`config.mk`:
```
export PLATFORM = sky130hd
export DESIGN_NAME = cfgcd_decoder
export DESIGN_NICKNAME = d
export VERILOG_FILES = /design/src/rtl/cfgcd_pkg.sv /design/src/rtl/cfgcd_decoder.sv
export SDC_FILE = /design/constraint.sdc
export NUM_CORES = 2
export LEC_CHECK = 0
export BUFFER_PORTS_ARGS = -buffer_cell sky130_fd_sc_hd__buf_2
export CAP_MARGIN = 20
export CORE_UTILIZATION = 55
export DETAILED_ROUTE_END_ITERATION = 10
export MAX_ROUTING_LAYER = met4
export PLACE_DENSITY = 0.8
export SLEW_MARGIN = 20
export SYNTH_ARGS = -nofsm -noshare
export SYNTH_HDL_FRONTEND = slang
export SYNTH_SLANG_ARGS = --single-unit
```
`constraint.sdc`:
```
create_clock -name clk_i -period 49.8 [get_ports clk_i]
set_input_delay 4.98 -clock clk_i [delete_from_list [all_inputs] [get_ports clk_i]]
set_output_delay 4.98 -clock clk_i [all_outputs]
set_load 0.02 [all_outputs]
```
`src/rtl/cfgcd_pkg.sv`:
```
// constants, command codes and carrier types of the configuration register decoder
// assumes a packet parser on the same clock delivers register addresses and words
package cfgcd_pkg;

  // clock timing
  localparam int unsigned CLK_PERIOD_PS = 5000;

  // register addresses
  localparam logic [4:0] REG_CHECK = 5'h00;
  localparam logic [4:0] REG_FRAME_ADDR = 5'h01;
  localparam logic [4:0] REG_FRAME_IN = 5'h02;
  localparam logic [4:0] REG_FRAME_OUT = 5'h03;
  localparam logic [4:0] REG_COMMAND = 5'h04;
  localparam logic [4:0] REG_CONTROL0 = 5'h05;
  localparam logic [4:0] REG_WRITE_MASK = 5'h06;
  localparam logic [4:0] REG_STATUS = 5'h07;
  localparam logic [4:0] REG_CHAIN_OUT = 5'h08;
  localparam logic [4:0] REG_OPTION0 = 5'h09;
  localparam logic [4:0] REG_MULTI_WRITE = 5'h0A;
  localparam logic [4:0] REG_CIPHER_INIT = 5'h0B;
  localparam logic [4:0] REG_IDENTITY = 5'h0C;
  localparam logic [4:0] REG_USER_ACCESS = 5'h0D;
  localparam logic [4:0] REG_OPTION1 = 5'h0E;
  localparam logic [4:0] REG_WARM_START = 5'h10;
  localparam logic [4:0] REG_WATCHDOG = 5'h11;
  localparam logic [4:0] REG_BOOT_HISTORY = 5'h16;
  localparam logic [4:0] REG_CONTROL1 = 5'h18;
  localparam logic [4:0] REG_FLASH_OPT = 5'h1F;

  // commands
  typedef enum logic [4:0] {
    CMD_NULL = 5'h00, CMD_WRITE_FRAMES = 5'h01, CMD_MULTI_FRAME_WRITE = 5'h02,
    CMD_RELEASE_INTERCONNECT = 5'h03, CMD_READ_FRAMES = 5'h04, CMD_START = 5'h05,
    CMD_CLEAR_CAPTURE = 5'h06, CMD_RESET_CHECKSUM = 5'h07, CMD_HOLD_INTERCONNECT = 5'h08,
    CMD_SWITCH_CLOCK = 5'h09, CMD_RESTORE = 5'h0A, CMD_SHUTDOWN = 5'h0B,
    CMD_CAPTURE = 5'h0C, CMD_DESYNCHRONISE = 5'h0D, CMD_RESERVED = 5'h0E,
    CMD_WARM_BOOT = 5'h0F, CMD_RECALC_READBACK_CHECKSUM = 5'h10,
    CMD_RELOAD_WATCHDOG = 5'h11, CMD_FLASH_REREAD = 5'h12, CMD_FALL_EDGE = 5'h13
  } cfgcd_cmd_t;

  // frame geometry
  localparam int unsigned FRAME_BITS = 3232;
  localparam int unsigned WORD_BITS = 32;
  localparam logic [6:0] FRAME_LAST_WORD = 7'(FRAME_BITS / WORD_BITS - 1);

  // frame address fields
  localparam int unsigned FAR_TYPE_MSB = 25;
  localparam int unsigned FAR_TYPE_LSB = 23;
  localparam int unsigned FAR_HALF_BIT = 22;
  localparam int unsigned FAR_ROW_MSB = 21;
  localparam int unsigned FAR_ROW_LSB = 17;
  localparam int unsigned FAR_COL_MSB = 16;
  localparam int unsigned FAR_COL_LSB = 7;
  localparam int unsigned FAR_MINOR_MSB = 6;
  localparam int unsigned FAR_MINOR_LSB = 0;
  localparam logic [2:0] BLOCK_LOGIC = 3'h0;
  localparam logic [2:0] BLOCK_MEMORY = 3'h1;
  localparam logic [2:0] BLOCK_SPECIAL = 3'h2;

  // option word 0 frequency select field
  localparam int unsigned FSEL_LSB = 17;
  localparam int unsigned FSEL_W = 6;

  // status bit positions
  localparam int unsigned STAT_CHK_FAIL = 0;
  localparam int unsigned STAT_ALIGNED = 1;
  localparam int unsigned STAT_HOLD_N = 2;
  localparam int unsigned STAT_START_ARM = 3;
  localparam int unsigned STAT_SHUT_PEND = 4;
  localparam int unsigned STAT_CAPTURE = 5;
  localparam int unsigned STAT_FALL_EDGE = 6;
  localparam int unsigned STAT_MODE_LSB = 7;

  // checksum
  localparam logic [31:0] CHK_POLY = 32'h04C11DB7;

  typedef enum logic [1:0] {
    MODE_IDLE = 2'b00, MODE_WRITE = 2'b01, MODE_MULTI = 2'b10, MODE_READ = 2'b11
  } cfgcd_mode_t;

  typedef enum logic [1:0] {
    REQ_WRITE = 2'b00, REQ_STAGE = 2'b01, REQ_COPY = 2'b10, REQ_READ = 2'b11
  } cfgcd_req_kind_t;

  typedef struct packed {
    logic valid;
    cfgcd_req_kind_t kind;
    logic [31:0] frame_addr;
    logic [6:0] word_idx;
    logic [31:0] data;
  } cfgcd_frame_req_t;

  typedef struct packed {
    logic restore;
    logic capture;
    logic recalc;
    logic start;
    logic shut;
    logic warm;
    logic wdog;
    logic flash;
    logic clk_switch;
  } cfgcd_pulses_t;

endpackage : cfgcd_pkg

```
`src/rtl/cfgcd_decoder.sv`:
```
// register set and command decoder of the configuration control logic
// assumes a packet parser on clk_i gives register strobes, and an external frame
// store answers readback_data_i for the word at frame_address_o / word_index_o
`timescale 1ns/1ps
`default_nettype none

// Summary of operation
// RULE1: matching check write clears failure, allows startup
// RULE2: frames are 101 words of 32 bits
// RULE3: frame address loads directly and auto-advances
// RULE4: block type in bits 25..23
// RULE5: bit 22 half, bits 21..17 row
// RULE6: bits 16..7 major column, left to right
// RULE7: bits 6..0 minor frame in column
// RULE8: input words go to current frame address
// RULE9: output register reads readback, read-only
// RULE10: frame address load re-executes held command
// RULE11: null command; write/read modes precede data
// RULE12: multi-frame write copies one frame around
// RULE13: hold and release interconnect commands
// RULE14: start arms; begins after check and cmd_desynchronise
// RULE15: capture pulse; clear capture command
// RULE16: reset checksum; recalc readback checksum
// RULE17: switch clock to option frequency select
// RULE18: restore command pulses global restore
// RULE19: shutdown waits for check match or reset
// RULE20: cmd_desynchronise clears alignment, pins then ignored
// RULE21: warm boot, watchdog reload, flash reread
// RULE22: switch data capture to falling edge
// RULE23: five-bit register address selects register
// RULE24: command in low five bits
// RULE25: reserved or undefined codes do nothing
// RULE26: bad-direction accesses have no side effect beyond writes still folding into the checksum
module cfgcd_decoder #(
  parameter logic [31:0] SYNC_WORD = 32'h5A5A_A5A5
) (
  // clock and reset
  input wire logic clk_i,
  input wire logic sys_rst_i,
  // register port from packet parser
  input wire logic reg_wr_i,
  input wire logic reg_rd_i,
  input wire logic [4:0] reg_addr_i,
  input wire logic [31:0] reg_wdata_i,
  output logic [31:0] reg_rdata_o,
  output logic reg_rvalid_o,
  // configuration pins
  input wire logic configuration_clock_i,
  input wire logic [31:0] cfg_data_i,
  output logic [31:0] link_word_o,
  output logic link_word_valid_o,
  output logic word_alignment_flag_o,
  // frame store
  output cfgcd_pkg::cfgcd_frame_req_t frame_req_o,
  output logic [31:0] frame_address_o,
  output logic [6:0] word_index_o,
  input wire logic [31:0] readback_data_i,
  input wire logic [31:0] boot_history_i,
  // global signals
  output logic interconnect_hold_n_o,
  output logic global_restore_pulse_o,
  output logic global_capture_pulse_o,
  output logic readback_crc_recalc_o,
  output logic startup_begin_o,
  output logic shutdown_begin_o,
  output logic warm_boot_o,
  output logic watchdog_reload_o,
  output logic flash_reread_o,
  output logic clock_switch_o,
  output logic [5:0] clock_frequency_select_o,
  output logic capture_fall_edge_o,
  output logic [31:0] control_word_0_o
);

  typedef struct packed {
    logic [31:0][31:0] regs;
    logic [31:0] chk;
    logic chk_fail;
    logic [31:0] frame_address;
    logic [4:0] cmd;
    cfgcd_pkg::cfgcd_mode_t mode;
    logic [6:0] widx;
    logic hold;
    logic capture_on;
    logic fall_edge;
    logic aligned;
    logic start_arm;
    logic chk_ok_seen;
    logic cmd_desynchronise_seen;
    logic shut_pend;
    cfgcd_pkg::cfgcd_pulses_t pulse;
    logic [5:0] fsel;
    logic [31:0] rdata;
    logic rvalid;
    cfgcd_pkg::cfgcd_frame_req_t req;
    logic clk_s1;
    logic clk_s2;
    logic clk_s3;
    logic [31:0] dat_s1;
    logic [31:0] dat_s2;
    logic [31:0] link_word;
    logic link_valid;
  } cfgcd_state_t;

  cfgcd_state_t st_ff;
  cfgcd_state_t nxt_st;
  logic [31:0] far_inc_w;

  // serial checksum over one 32-bit word
  function automatic logic [31:0] chk_step(input logic [31:0] c, input logic [31:0] d);
    logic [31:0] r;
    logic fb;
    r = c;
    for (int i = 31; i >= 0; i--) begin
      fb = r[31] ^ d[i];
      r = {r[30:0], 1'b0} ^ (fb ? cfgcd_pkg::CHK_POLY : 32'h0000_0000);
    end
    return r;
  endfunction : chk_step

  // next frame: minor, then column, then row
  function automatic logic [31:0] far_incr(input logic [31:0] f);
    logic [31:0] r;
    r = f;
    if (r[cfgcd_pkg::FAR_MINOR_MSB:cfgcd_pkg::FAR_MINOR_LSB] != '1) begin
      r[cfgcd_pkg::FAR_MINOR_MSB:cfgcd_pkg::FAR_MINOR_LSB] =
        r[cfgcd_pkg::FAR_MINOR_MSB:cfgcd_pkg::FAR_MINOR_LSB] + 7'h01; // RULE7
    end else begin
      r[cfgcd_pkg::FAR_MINOR_MSB:cfgcd_pkg::FAR_MINOR_LSB] = '0;
      if (r[cfgcd_pkg::FAR_COL_MSB:cfgcd_pkg::FAR_COL_LSB] != '1) begin
        r[cfgcd_pkg::FAR_COL_MSB:cfgcd_pkg::FAR_COL_LSB] =
          r[cfgcd_pkg::FAR_COL_MSB:cfgcd_pkg::FAR_COL_LSB] + 10'h001; // RULE6
      end else begin
        r[cfgcd_pkg::FAR_COL_MSB:cfgcd_pkg::FAR_COL_LSB] = '0;
        r[cfgcd_pkg::FAR_ROW_MSB:cfgcd_pkg::FAR_ROW_LSB] =
          r[cfgcd_pkg::FAR_ROW_MSB:cfgcd_pkg::FAR_ROW_LSB] + 5'h01; // RULE5
      end
    end
    return r;
  endfunction : far_incr

  // registers that software may read back
  function automatic logic is_readable(input logic [4:0] a);
    return !(a == cfgcd_pkg::REG_FRAME_IN || a == cfgcd_pkg::REG_CHAIN_OUT ||
             a == cfgcd_pkg::REG_MULTI_WRITE || a == cfgcd_pkg::REG_CIPHER_INIT);
  endfunction : is_readable

  // valid block types only reach the frame store
  function automatic logic type_ok(input logic [31:0] f);
    logic [2:0] t;
    t = f[cfgcd_pkg::FAR_TYPE_MSB:cfgcd_pkg::FAR_TYPE_LSB];
    return t == cfgcd_pkg::BLOCK_LOGIC || t == cfgcd_pkg::BLOCK_MEMORY ||
           t == cfgcd_pkg::BLOCK_SPECIAL; // RULE4
  endfunction : type_ok

  assign far_inc_w = far_incr(st_ff.frame_address);

  always_comb begin
    logic wr_cmd;
    logic wr_far;
    logic chk_match;
    logic do_reset_chk;
    logic [4:0] code;
    logic sel_edge;
    wr_cmd = reg_wr_i && reg_addr_i == cfgcd_pkg::REG_COMMAND; // RULE23
    wr_far = reg_wr_i && reg_addr_i == cfgcd_pkg::REG_FRAME_ADDR;
    chk_match = 1'b0;
    do_reset_chk = 1'b0;
    code = wr_cmd ? reg_wdata_i[4:0] : st_ff.cmd; // RULE24
    sel_edge = 1'b0;
    nxt_st = st_ff;
    nxt_st.pulse = '0;
    nxt_st.req.valid = 1'b0;
    nxt_st.rvalid = 1'b0;
    nxt_st.link_valid = 1'b0;

    // register writes
    if (reg_wr_i) begin
      if (reg_addr_i != cfgcd_pkg::REG_CHECK) begin
        nxt_st.chk = chk_step(st_ff.chk, reg_wdata_i);
      end
      unique case (reg_addr_i)
        cfgcd_pkg::REG_CHECK: begin
          chk_match = reg_wdata_i == st_ff.chk;
          nxt_st.chk_fail = !chk_match; // RULE1
        end
        cfgcd_pkg::REG_FRAME_ADDR: begin
          nxt_st.frame_address = reg_wdata_i; // RULE3
          nxt_st.widx = '0;
        end
        cfgcd_pkg::REG_COMMAND: nxt_st.cmd = reg_wdata_i[4:0];
        cfgcd_pkg::REG_CONTROL0, cfgcd_pkg::REG_CONTROL1: begin
          nxt_st.regs[reg_addr_i] =
            (st_ff.regs[reg_addr_i] & ~st_ff.regs[cfgcd_pkg::REG_WRITE_MASK])
            | (reg_wdata_i & st_ff.regs[cfgcd_pkg::REG_WRITE_MASK]);
        end
        cfgcd_pkg::REG_FRAME_IN: begin
          if (st_ff.mode == cfgcd_pkg::MODE_WRITE || st_ff.mode == cfgcd_pkg::MODE_MULTI) begin
            nxt_st.req.valid = type_ok(st_ff.frame_address);
            nxt_st.req.kind = st_ff.mode == cfgcd_pkg::MODE_WRITE ? cfgcd_pkg::REQ_WRITE
                                                                  : cfgcd_pkg::REQ_STAGE; // RULE8
            nxt_st.req.frame_addr = st_ff.frame_address;
            nxt_st.req.word_idx = st_ff.widx;
            nxt_st.req.data = reg_wdata_i;
            if (st_ff.widx == cfgcd_pkg::FRAME_LAST_WORD) begin
              nxt_st.widx = '0; // RULE2
              if (st_ff.mode == cfgcd_pkg::MODE_WRITE) begin
                nxt_st.frame_address = far_inc_w; // RULE3
              end
            end else begin
              nxt_st.widx = st_ff.widx + 7'h01;
            end
          end
        end
        cfgcd_pkg::REG_MULTI_WRITE: begin
          if (st_ff.mode == cfgcd_pkg::MODE_MULTI) begin
            nxt_st.req.valid = type_ok(st_ff.frame_address);
            nxt_st.req.kind = cfgcd_pkg::REQ_COPY; // RULE12
            nxt_st.req.frame_addr = st_ff.frame_address;
            nxt_st.req.word_idx = '0;
            nxt_st.req.data = reg_wdata_i;
          end
        end
        cfgcd_pkg::REG_FRAME_OUT, cfgcd_pkg::REG_STATUS, cfgcd_pkg::REG_BOOT_HISTORY: ; // RULE26
        default: nxt_st.regs[reg_addr_i] = reg_wdata_i;
      endcase
    end

    // register reads
    if (reg_rd_i) begin
      nxt_st.rvalid = 1'b1;
      nxt_st.rdata = '0; // RULE26
      if (is_readable(reg_addr_i)) begin
        unique case (reg_addr_i)
          cfgcd_pkg::REG_CHECK: nxt_st.rdata = st_ff.chk;
          cfgcd_pkg::REG_FRAME_ADDR: nxt_st.rdata = st_ff.frame_address;
          cfgcd_pkg::REG_COMMAND: nxt_st.rdata = {27'h0000000, st_ff.cmd};
          cfgcd_pkg::REG_BOOT_HISTORY: nxt_st.rdata = boot_history_i;
          cfgcd_pkg::REG_STATUS: begin
            nxt_st.rdata[cfgcd_pkg::STAT_CHK_FAIL] = st_ff.chk_fail;
            nxt_st.rdata[cfgcd_pkg::STAT_ALIGNED] = st_ff.aligned;
            nxt_st.rdata[cfgcd_pkg::STAT_HOLD_N] = !st_ff.hold;
            nxt_st.rdata[cfgcd_pkg::STAT_START_ARM] = st_ff.start_arm;
            nxt_st.rdata[cfgcd_pkg::STAT_SHUT_PEND] = st_ff.shut_pend;
            nxt_st.rdata[cfgcd_pkg::STAT_CAPTURE] = st_ff.capture_on;
            nxt_st.rdata[cfgcd_pkg::STAT_FALL_EDGE] = st_ff.fall_edge;
            nxt_st.rdata[cfgcd_pkg::STAT_MODE_LSB +: 2] = st_ff.mode;
          end
          cfgcd_pkg::REG_FRAME_OUT: begin
            if (st_ff.mode == cfgcd_pkg::MODE_READ) begin
              nxt_st.rdata = readback_data_i; // RULE9
              nxt_st.req.valid = type_ok(st_ff.frame_address);
              nxt_st.req.kind = cfgcd_pkg::REQ_READ;
              nxt_st.req.frame_addr = st_ff.frame_address;
              nxt_st.req.word_idx = st_ff.widx;
              nxt_st.req.data = readback_data_i;
              if (st_ff.widx == cfgcd_pkg::FRAME_LAST_WORD) begin
                nxt_st.widx = '0; // RULE2
                nxt_st.frame_address = far_inc_w;
              end else begin
                nxt_st.widx = st_ff.widx + 7'h01;
              end
            end
          end
          default: nxt_st.rdata = st_ff.regs[reg_addr_i];
        endcase
      end
    end

    // command execution, also on every frame address load
    if (wr_cmd || wr_far) begin // RULE10
      case (code)
        cfgcd_pkg::CMD_WRITE_FRAMES: nxt_st.mode = cfgcd_pkg::MODE_WRITE; // RULE11
        cfgcd_pkg::CMD_MULTI_FRAME_WRITE: nxt_st.mode = cfgcd_pkg::MODE_MULTI; // RULE12
        cfgcd_pkg::CMD_READ_FRAMES: nxt_st.mode = cfgcd_pkg::MODE_READ; // RULE11
        cfgcd_pkg::CMD_RELEASE_INTERCONNECT: begin
          nxt_st.hold = 1'b0; // RULE13
          nxt_st.pulse.recalc = st_ff.hold; // RULE16
        end
        cfgcd_pkg::CMD_HOLD_INTERCONNECT: begin
          nxt_st.hold = 1'b1; // RULE13
          nxt_st.pulse.recalc = !st_ff.hold;
        end
        cfgcd_pkg::CMD_START: nxt_st.start_arm = 1'b1; // RULE14
        cfgcd_pkg::CMD_CLEAR_CAPTURE: nxt_st.capture_on = 1'b0; // RULE15
        cfgcd_pkg::CMD_CAPTURE: begin
          nxt_st.pulse.capture = 1'b1; // RULE15
          nxt_st.capture_on = 1'b1;
        end
        cfgcd_pkg::CMD_RESET_CHECKSUM: begin
          nxt_st.chk = '0; // RULE16
          nxt_st.chk_fail = 1'b0;
          do_reset_chk = 1'b1;
        end
        cfgcd_pkg::CMD_RECALC_READBACK_CHECKSUM: nxt_st.pulse.recalc = 1'b1; // RULE16
        cfgcd_pkg::CMD_SWITCH_CLOCK: begin
          nxt_st.pulse.clk_switch = 1'b1; // RULE17
          nxt_st.fsel =
            st_ff.regs[cfgcd_pkg::REG_OPTION0][cfgcd_pkg::FSEL_LSB +: cfgcd_pkg::FSEL_W];
        end
        cfgcd_pkg::CMD_RESTORE: nxt_st.pulse.restore = 1'b1; // RULE18
        cfgcd_pkg::CMD_SHUTDOWN: nxt_st.shut_pend = 1'b1; // RULE19
        cfgcd_pkg::CMD_DESYNCHRONISE: begin
          nxt_st.aligned = 1'b0; // RULE20
          nxt_st.cmd_desynchronise_seen = 1'b1;
        end
        cfgcd_pkg::CMD_WARM_BOOT: nxt_st.pulse.warm = 1'b1; // RULE21
        cfgcd_pkg::CMD_RELOAD_WATCHDOG: nxt_st.pulse.wdog = 1'b1; // RULE21
        cfgcd_pkg::CMD_FLASH_REREAD: nxt_st.pulse.flash = 1'b1; // RULE21
        cfgcd_pkg::CMD_FALL_EDGE: nxt_st.fall_edge = 1'b1; // RULE22
        default: ; // RULE25
      endcase
    end

    // startup and shutdown sequencing
    if (chk_match) begin
      nxt_st.chk_ok_seen = 1'b1; // RULE1
    end
    if (st_ff.shut_pend && (chk_match || do_reset_chk)) begin
      nxt_st.pulse.shut = 1'b1; // RULE19
      nxt_st.shut_pend = 1'b0;
    end
    if (nxt_st.start_arm && nxt_st.chk_ok_seen && nxt_st.cmd_desynchronise_seen && !nxt_st.chk_fail) begin
      nxt_st.pulse.start = 1'b1; // RULE14
      nxt_st.start_arm = 1'b0;
      nxt_st.chk_ok_seen = 1'b0;
      nxt_st.cmd_desynchronise_seen = 1'b0;
    end

    // pin sampling on the selected clock edge
    nxt_st.clk_s1 = configuration_clock_i;
    nxt_st.clk_s2 = st_ff.clk_s1;
    nxt_st.clk_s3 = st_ff.clk_s2;
    nxt_st.dat_s1 = cfg_data_i;
    nxt_st.dat_s2 = st_ff.dat_s1;
    sel_edge = st_ff.fall_edge ? (st_ff.clk_s3 && !st_ff.clk_s2)
                               : (!st_ff.clk_s3 && st_ff.clk_s2); // RULE22
    if (sel_edge) begin
      if (nxt_st.aligned) begin
        nxt_st.link_word = st_ff.dat_s2;
        nxt_st.link_valid = 1'b1;
      end else if (st_ff.dat_s2 == SYNC_WORD && !(wr_cmd || wr_far)) begin
        nxt_st.aligned = 1'b1; // RULE20
      end
    end
  end

  always_ff @(posedge clk_i or posedge sys_rst_i) begin
    if (sys_rst_i) begin
      st_ff <= '0;
    end else begin
      st_ff <= nxt_st;
    end
  end

  assign reg_rdata_o = st_ff.rdata;
  assign reg_rvalid_o = st_ff.rvalid;
  assign link_word_o = st_ff.link_word;
  assign link_word_valid_o = st_ff.link_valid;
  assign word_alignment_flag_o = st_ff.aligned;
  assign frame_req_o = st_ff.req;
  assign frame_address_o = st_ff.frame_address;
  assign word_index_o = st_ff.widx;
  assign interconnect_hold_n_o = !st_ff.hold;
  assign global_restore_pulse_o = st_ff.pulse.restore;
  assign global_capture_pulse_o = st_ff.pulse.capture;
  assign readback_crc_recalc_o = st_ff.pulse.recalc;
  assign startup_begin_o = st_ff.pulse.start;
  assign shutdown_begin_o = st_ff.pulse.shut;
  assign warm_boot_o = st_ff.pulse.warm;
  assign watchdog_reload_o = st_ff.pulse.wdog;
  assign flash_reread_o = st_ff.pulse.flash;
  assign clock_switch_o = st_ff.pulse.clk_switch;
  assign clock_frequency_select_o = st_ff.fsel;
  assign capture_fall_edge_o = st_ff.fall_edge;
  assign control_word_0_o = st_ff.regs[cfgcd_pkg::REG_CONTROL0];

  // checks
  chk_clear_a: assert property (@(posedge clk_i) disable iff (sys_rst_i) // RULE1
    reg_wr_i && reg_addr_i == cfgcd_pkg::REG_CHECK && reg_wdata_i == st_ff.chk
    |=> !st_ff.chk_fail && st_ff.chk_ok_seen || startup_begin_o)
    else $error("check match did not clear failure");
  frame_bound_a: assert property (@(posedge clk_i) disable iff (sys_rst_i) // RULE2
    word_index_o <= cfgcd_pkg::FRAME_LAST_WORD)
    else $error("word index beyond frame");
  frame_advance_a: assert property (@(posedge clk_i) disable iff (sys_rst_i) // RULE3
    reg_wr_i && reg_addr_i == cfgcd_pkg::REG_FRAME_IN && st_ff.mode == cfgcd_pkg::MODE_WRITE
    && word_index_o == cfgcd_pkg::FRAME_LAST_WORD
    |=> word_index_o == 7'h00 && frame_address_o == $past(far_inc_w))
    else $error("frame address did not advance");
  hold_on_a: assert property (@(posedge clk_i) disable iff (sys_rst_i) // RULE13
    reg_wr_i && reg_addr_i == cfgcd_pkg::REG_COMMAND
    && reg_wdata_i[4:0] == cfgcd_pkg::CMD_HOLD_INTERCONNECT
    |=> !interconnect_hold_n_o ##1 (!interconnect_hold_n_o || $past(reg_wr_i)))
    else $error("interconnect hold not asserted");
  cmd_refire_a: assert property (@(posedge clk_i) disable iff (sys_rst_i) // RULE10
    reg_wr_i && reg_addr_i == cfgcd_pkg::REG_FRAME_ADDR && st_ff.cmd == cfgcd_pkg::CMD_RESTORE
    |=> global_restore_pulse_o ##1 (!global_restore_pulse_o || $past(reg_wr_i)))
    else $error("command not re-executed on frame address load");
  start_gate_a: assert property (@(posedge clk_i) disable iff (sys_rst_i) // RULE14
    startup_begin_o |-> $past(st_ff.start_arm || reg_wr_i))
    else $error("startup without arming");
  cmd_desynchronise_quiet_a: assert property (@(posedge clk_i) disable iff (sys_rst_i) // RULE20
    link_word_valid_o |-> word_alignment_flag_o)
    else $error("pin data passed while desynchronised");
  reserved_null_a: assert property (@(posedge clk_i) disable iff (sys_rst_i) // RULE25
    reg_wr_i && reg_addr_i == cfgcd_pkg::REG_COMMAND
    && (reg_wdata_i[4:0] == cfgcd_pkg::CMD_RESERVED || reg_wdata_i[4:0] > cfgcd_pkg::CMD_FALL_EDGE)
    |=> $stable(interconnect_hold_n_o) && $stable(st_ff.mode) && !global_restore_pulse_o)
    else $error("undefined command changed state");
  ro_write_a: assert property (@(posedge clk_i) disable iff (sys_rst_i) // RULE26
    reg_wr_i && reg_addr_i == cfgcd_pkg::REG_STATUS
    |=> $stable(frame_address_o) && $stable(st_ff.mode))
    else $error("write to status changed state");
  fsel_a: assert property (@(posedge clk_i) disable iff (sys_rst_i) // RULE17
    reg_wr_i && reg_addr_i == cfgcd_pkg::REG_COMMAND
    && reg_wdata_i[4:0] == cfgcd_pkg::CMD_SWITCH_CLOCK
    |=> clock_switch_o && clock_frequency_select_o ==
        $past(st_ff.regs[cfgcd_pkg::REG_OPTION0][cfgcd_pkg::FSEL_LSB +: cfgcd_pkg::FSEL_W]))
    else $error("clock switch wrong");
  startup_c: cover property (@(posedge clk_i) disable iff (sys_rst_i) startup_begin_o);
  shutdown_c: cover property (@(posedge clk_i) disable iff (sys_rst_i) shutdown_begin_o);
  frame_wrap_c: cover property (@(posedge clk_i) disable iff (sys_rst_i)
    frame_req_o.valid && frame_req_o.word_idx == cfgcd_pkg::FRAME_LAST_WORD);

endmodule : cfgcd_decoder

`default_nettype wire

```
==> results_dict.tcl <==
set metrics [dict create \
    ys_top_cells_by_count "1333 x dfrtp_1, 922 x nand2_1, 716 x o21ai_0, 570 x clkbuf_1, 258 x mux4_2" \
    crit_path_max_fanout 123 \
    yosysTopAreaCell "dfrtp_1" \
    tns_ps 0 \
    route.vias.total 41889 \
    ant_nets 0 \
    outcome "finished, final reports clean" \
    min_path_type "flip-flop to flip-flop" \
    post_cts_buffers 0 \
    ff_latch_area_um2 33400 \
    synth_top_area_share_pct 54.4 \
    wirelength_mm 180 \
    core_region_area_um2 111000 \
    first_iter_violations 5082 \
    initial_core_util_pct 55.5 \
    clock-sinks 1333 \
    routedWlPerCell_um 27.2 \
    fin_nets 5175 \
    postCtsHoldBufs 0 \
    critPathRequiredTime_ps 50570 \
    setup_viol 0 \
    hold_viol_final 0 \
    ios 367 \
    fmax_mhz 118 \
    yosysMostFrequentCell "dfrtp_1" \
    r2r-start "st_ff[306]" \
    syn_inst 5299 \
    endpoint_kind "async pin" \
    cp.arrival_ps 9260 \
    grt_setup_unrepaired "no" \
    syn_nets 5446 \
    synth_flop_cell "dfrtp_1" \
    grt_max_degree 205 \
    cpMostUsedCell "buf_4" \
    syn-cell-area_um2 61300 \
    fin_crit_sh_pct 17.1 \
    area_delta_synth_final_pct 8.29 \
    fin_crit_ps 8490 \
    place.gp.congestion 0.993 \
    synth_edf_count 0 \
    worst-setup-path-type "input pin to async pin" \
    slowest_delay_ps 890 \
    vias_per_cell 6.33 \
    max_slew_margin_pct 23.1 \
    placementRows 122 \
    cts_tree "yes" \
    rr_endpoint "st_ff[295]" \
    drive_above_1_share_pct 23.9 \
    ctsResizeCount 0 \
    grt_antenna_before_repair 5 \
    hold_start "nxt_st[51]" \
    die_width_um 336 \
    cts-root-buf "clkbuf_16" \
    worst-path-stages 6 \
    ctsHtreeMaxLevel 4 \
    syn-mean-instance-area_um2 11.6 \
    path_cells "buf_2 > inv_8 > buf_4 > buf_4 > buf_4 > buf_4" \
    clk_pin_slew_worst_paths_ps 60 \
    endpoint "reg_rdata_o[15]" \
    numCtsBuffers 133 \
    drc 0 \
    port_buffers 366 \
    clock_skew_ps 43.1 \
    slowest_stage "buf_4" \
    yosys_warnings 0 \
    drv_slew 0 \
    crit_family "buffers and inverters" \
    clk_path_buf_depth 3 \
    critPathBufInv 6 \
    crit_start "sys_rst_i" \
    worst-slew-pin-transition_ps 1150 \
    grt_use_total_pct 33.3 \
    start_kind "input pin" \
    multi_input_area_um2 24100 \
    hpwl_mm 111 \
    ys_async_sr_fraction_pct 100 \
    max_cap_viol_count 0 \
    gr-total-overflow 0 \
    rrSetupSlack_ps 45560 \
    ys_seq_area_share_pct 54.4 \
    yosys_register_bits 1333 \
    r2r_cells 9 \
    synthTopCellsByArea "dfrtp_1 54%, mux4_2 9.5%, o21ai_0 5.8%, nand2_1 5.6%, mux2_2 4.7%" \
    firstDrtPassIters 6 \
    clk_latency_ps 770 \
    die_area_um2 113000 \
    grt_pass1_vias 42419 \
    fill_cells 8349 \
    grt_pass1_wl_mm 270 \
    synth.distinct_cells 57 \
    die_h_um 336 \
]
==> cell usage in the layout (no fill, tap or decap), types with 7 or more instances in the layout <==
cell type,n
inv_1,48
xnor2_2,17
mux4_2,258
ha_1,9
o211ai_1,31
and3_1,12
clkbuf_16,136
and2_1,10
mux2_2,257
o22ai_1,8
mux2i_1,159
a21oi_1,29
nand4_1,15
xor2_2,7
buf_2,363
a22oi_1,130
nand3_1,23
a22o_1,7
clkbuf_1,34
buf_4,53
a31oi_1,9
xnor2_1,161
nor4bb_1,9
a211oi_1,23
nor2b_1,7
dfrtp_1,1333
nor2_1,78
bufinv_16,8
nand2_4,7
xor2_1,34
o21ai_0,716
clkbuf_8,23
clkinv_2,16
nand3_2,8
xnor3_1,33
nor3_1,15
nand2_1,914
==> cells by family after synthesis <==
logic type	after synthesis	share of synthesized area [%]
buffers and inverters	885	6.74
muxes	674	16.8
xor gates and xnor gates	266	5.21
and+or+nand+nor	1143	7.53
AOI/OAI and AO/OA	989	9.11
DFF	1333	54.4
adders and majority gates	9	0.184
==> worst min path at each step <==
stage	cells after the start	slack [ps]	endpoint
3_3_place_gp	0	330	st_ff[37]
6_report	0	350	st_ff[51]
2_1_floorplan	0	330	nxt_st[97]
5_1_grt	0	350	st_ff[41]
4_1_cts	0	350	st_ff[45]
3_5_place_dp	0	330	st_ff[43]
==> metal layers <==
layer / track usage, % / part of all wire, %
met3: 8.69 / 11
met4: 17.3 / 5.8
met1: 42.1 / 37
met2: 49.5 / 46
met5: - / 0
==> flip-flops by register name, indices dropped and copies added, names as in the netlist, 6 cells and up <==
| register | cells |
|---|---|
| reg_rdata_o | 32 |
| control_word_0_o | 32 |
| link_word_o | 32 |
| frame_req_o | 74 |
| st_ff | 1071 |
| frame_address_o | 32 |
| clock_frequency_select_o | 6 |
| nxt_st | 34 |
| word_index_o | 7 |
==> layout make-up <==
type / count / share of cell area, %
antenna: 3 / 0.0113
clock buffer: 192 / 5.78
clock inverter: 41 / 0.886
inverter: 49 / 0.288
multi-input combinational: 3081 / 36.3
sequential: 1333 / 50.3
tap: 1488 / 2.81
timing repair buffer: 430 / 3.72
==> metrics by stage <==
step / std cells / setup slack, ps / utilization, % / instance area [um^2] / hold slack, ps
after floorplan: 5299 / 7240 / - / 61300 / 331
after global placement: 6377 / 40480 / 55.9 / 61800 / 332
after detailed placement: 6380 / 40400 / 56.0 / 61900 / 335
after CTS: 6613 / 41200 / 60.0 / 66300 / 347
after global routing: 6616 / 40610 / 60.0 / 66400 / 353
final: 6617 / 41310 / 60.0 / 66400 / 346
Power is left out: the tool's default activity adds up to more than one toggle a clock period on the data nets, which glitch-free logic cannot reach.
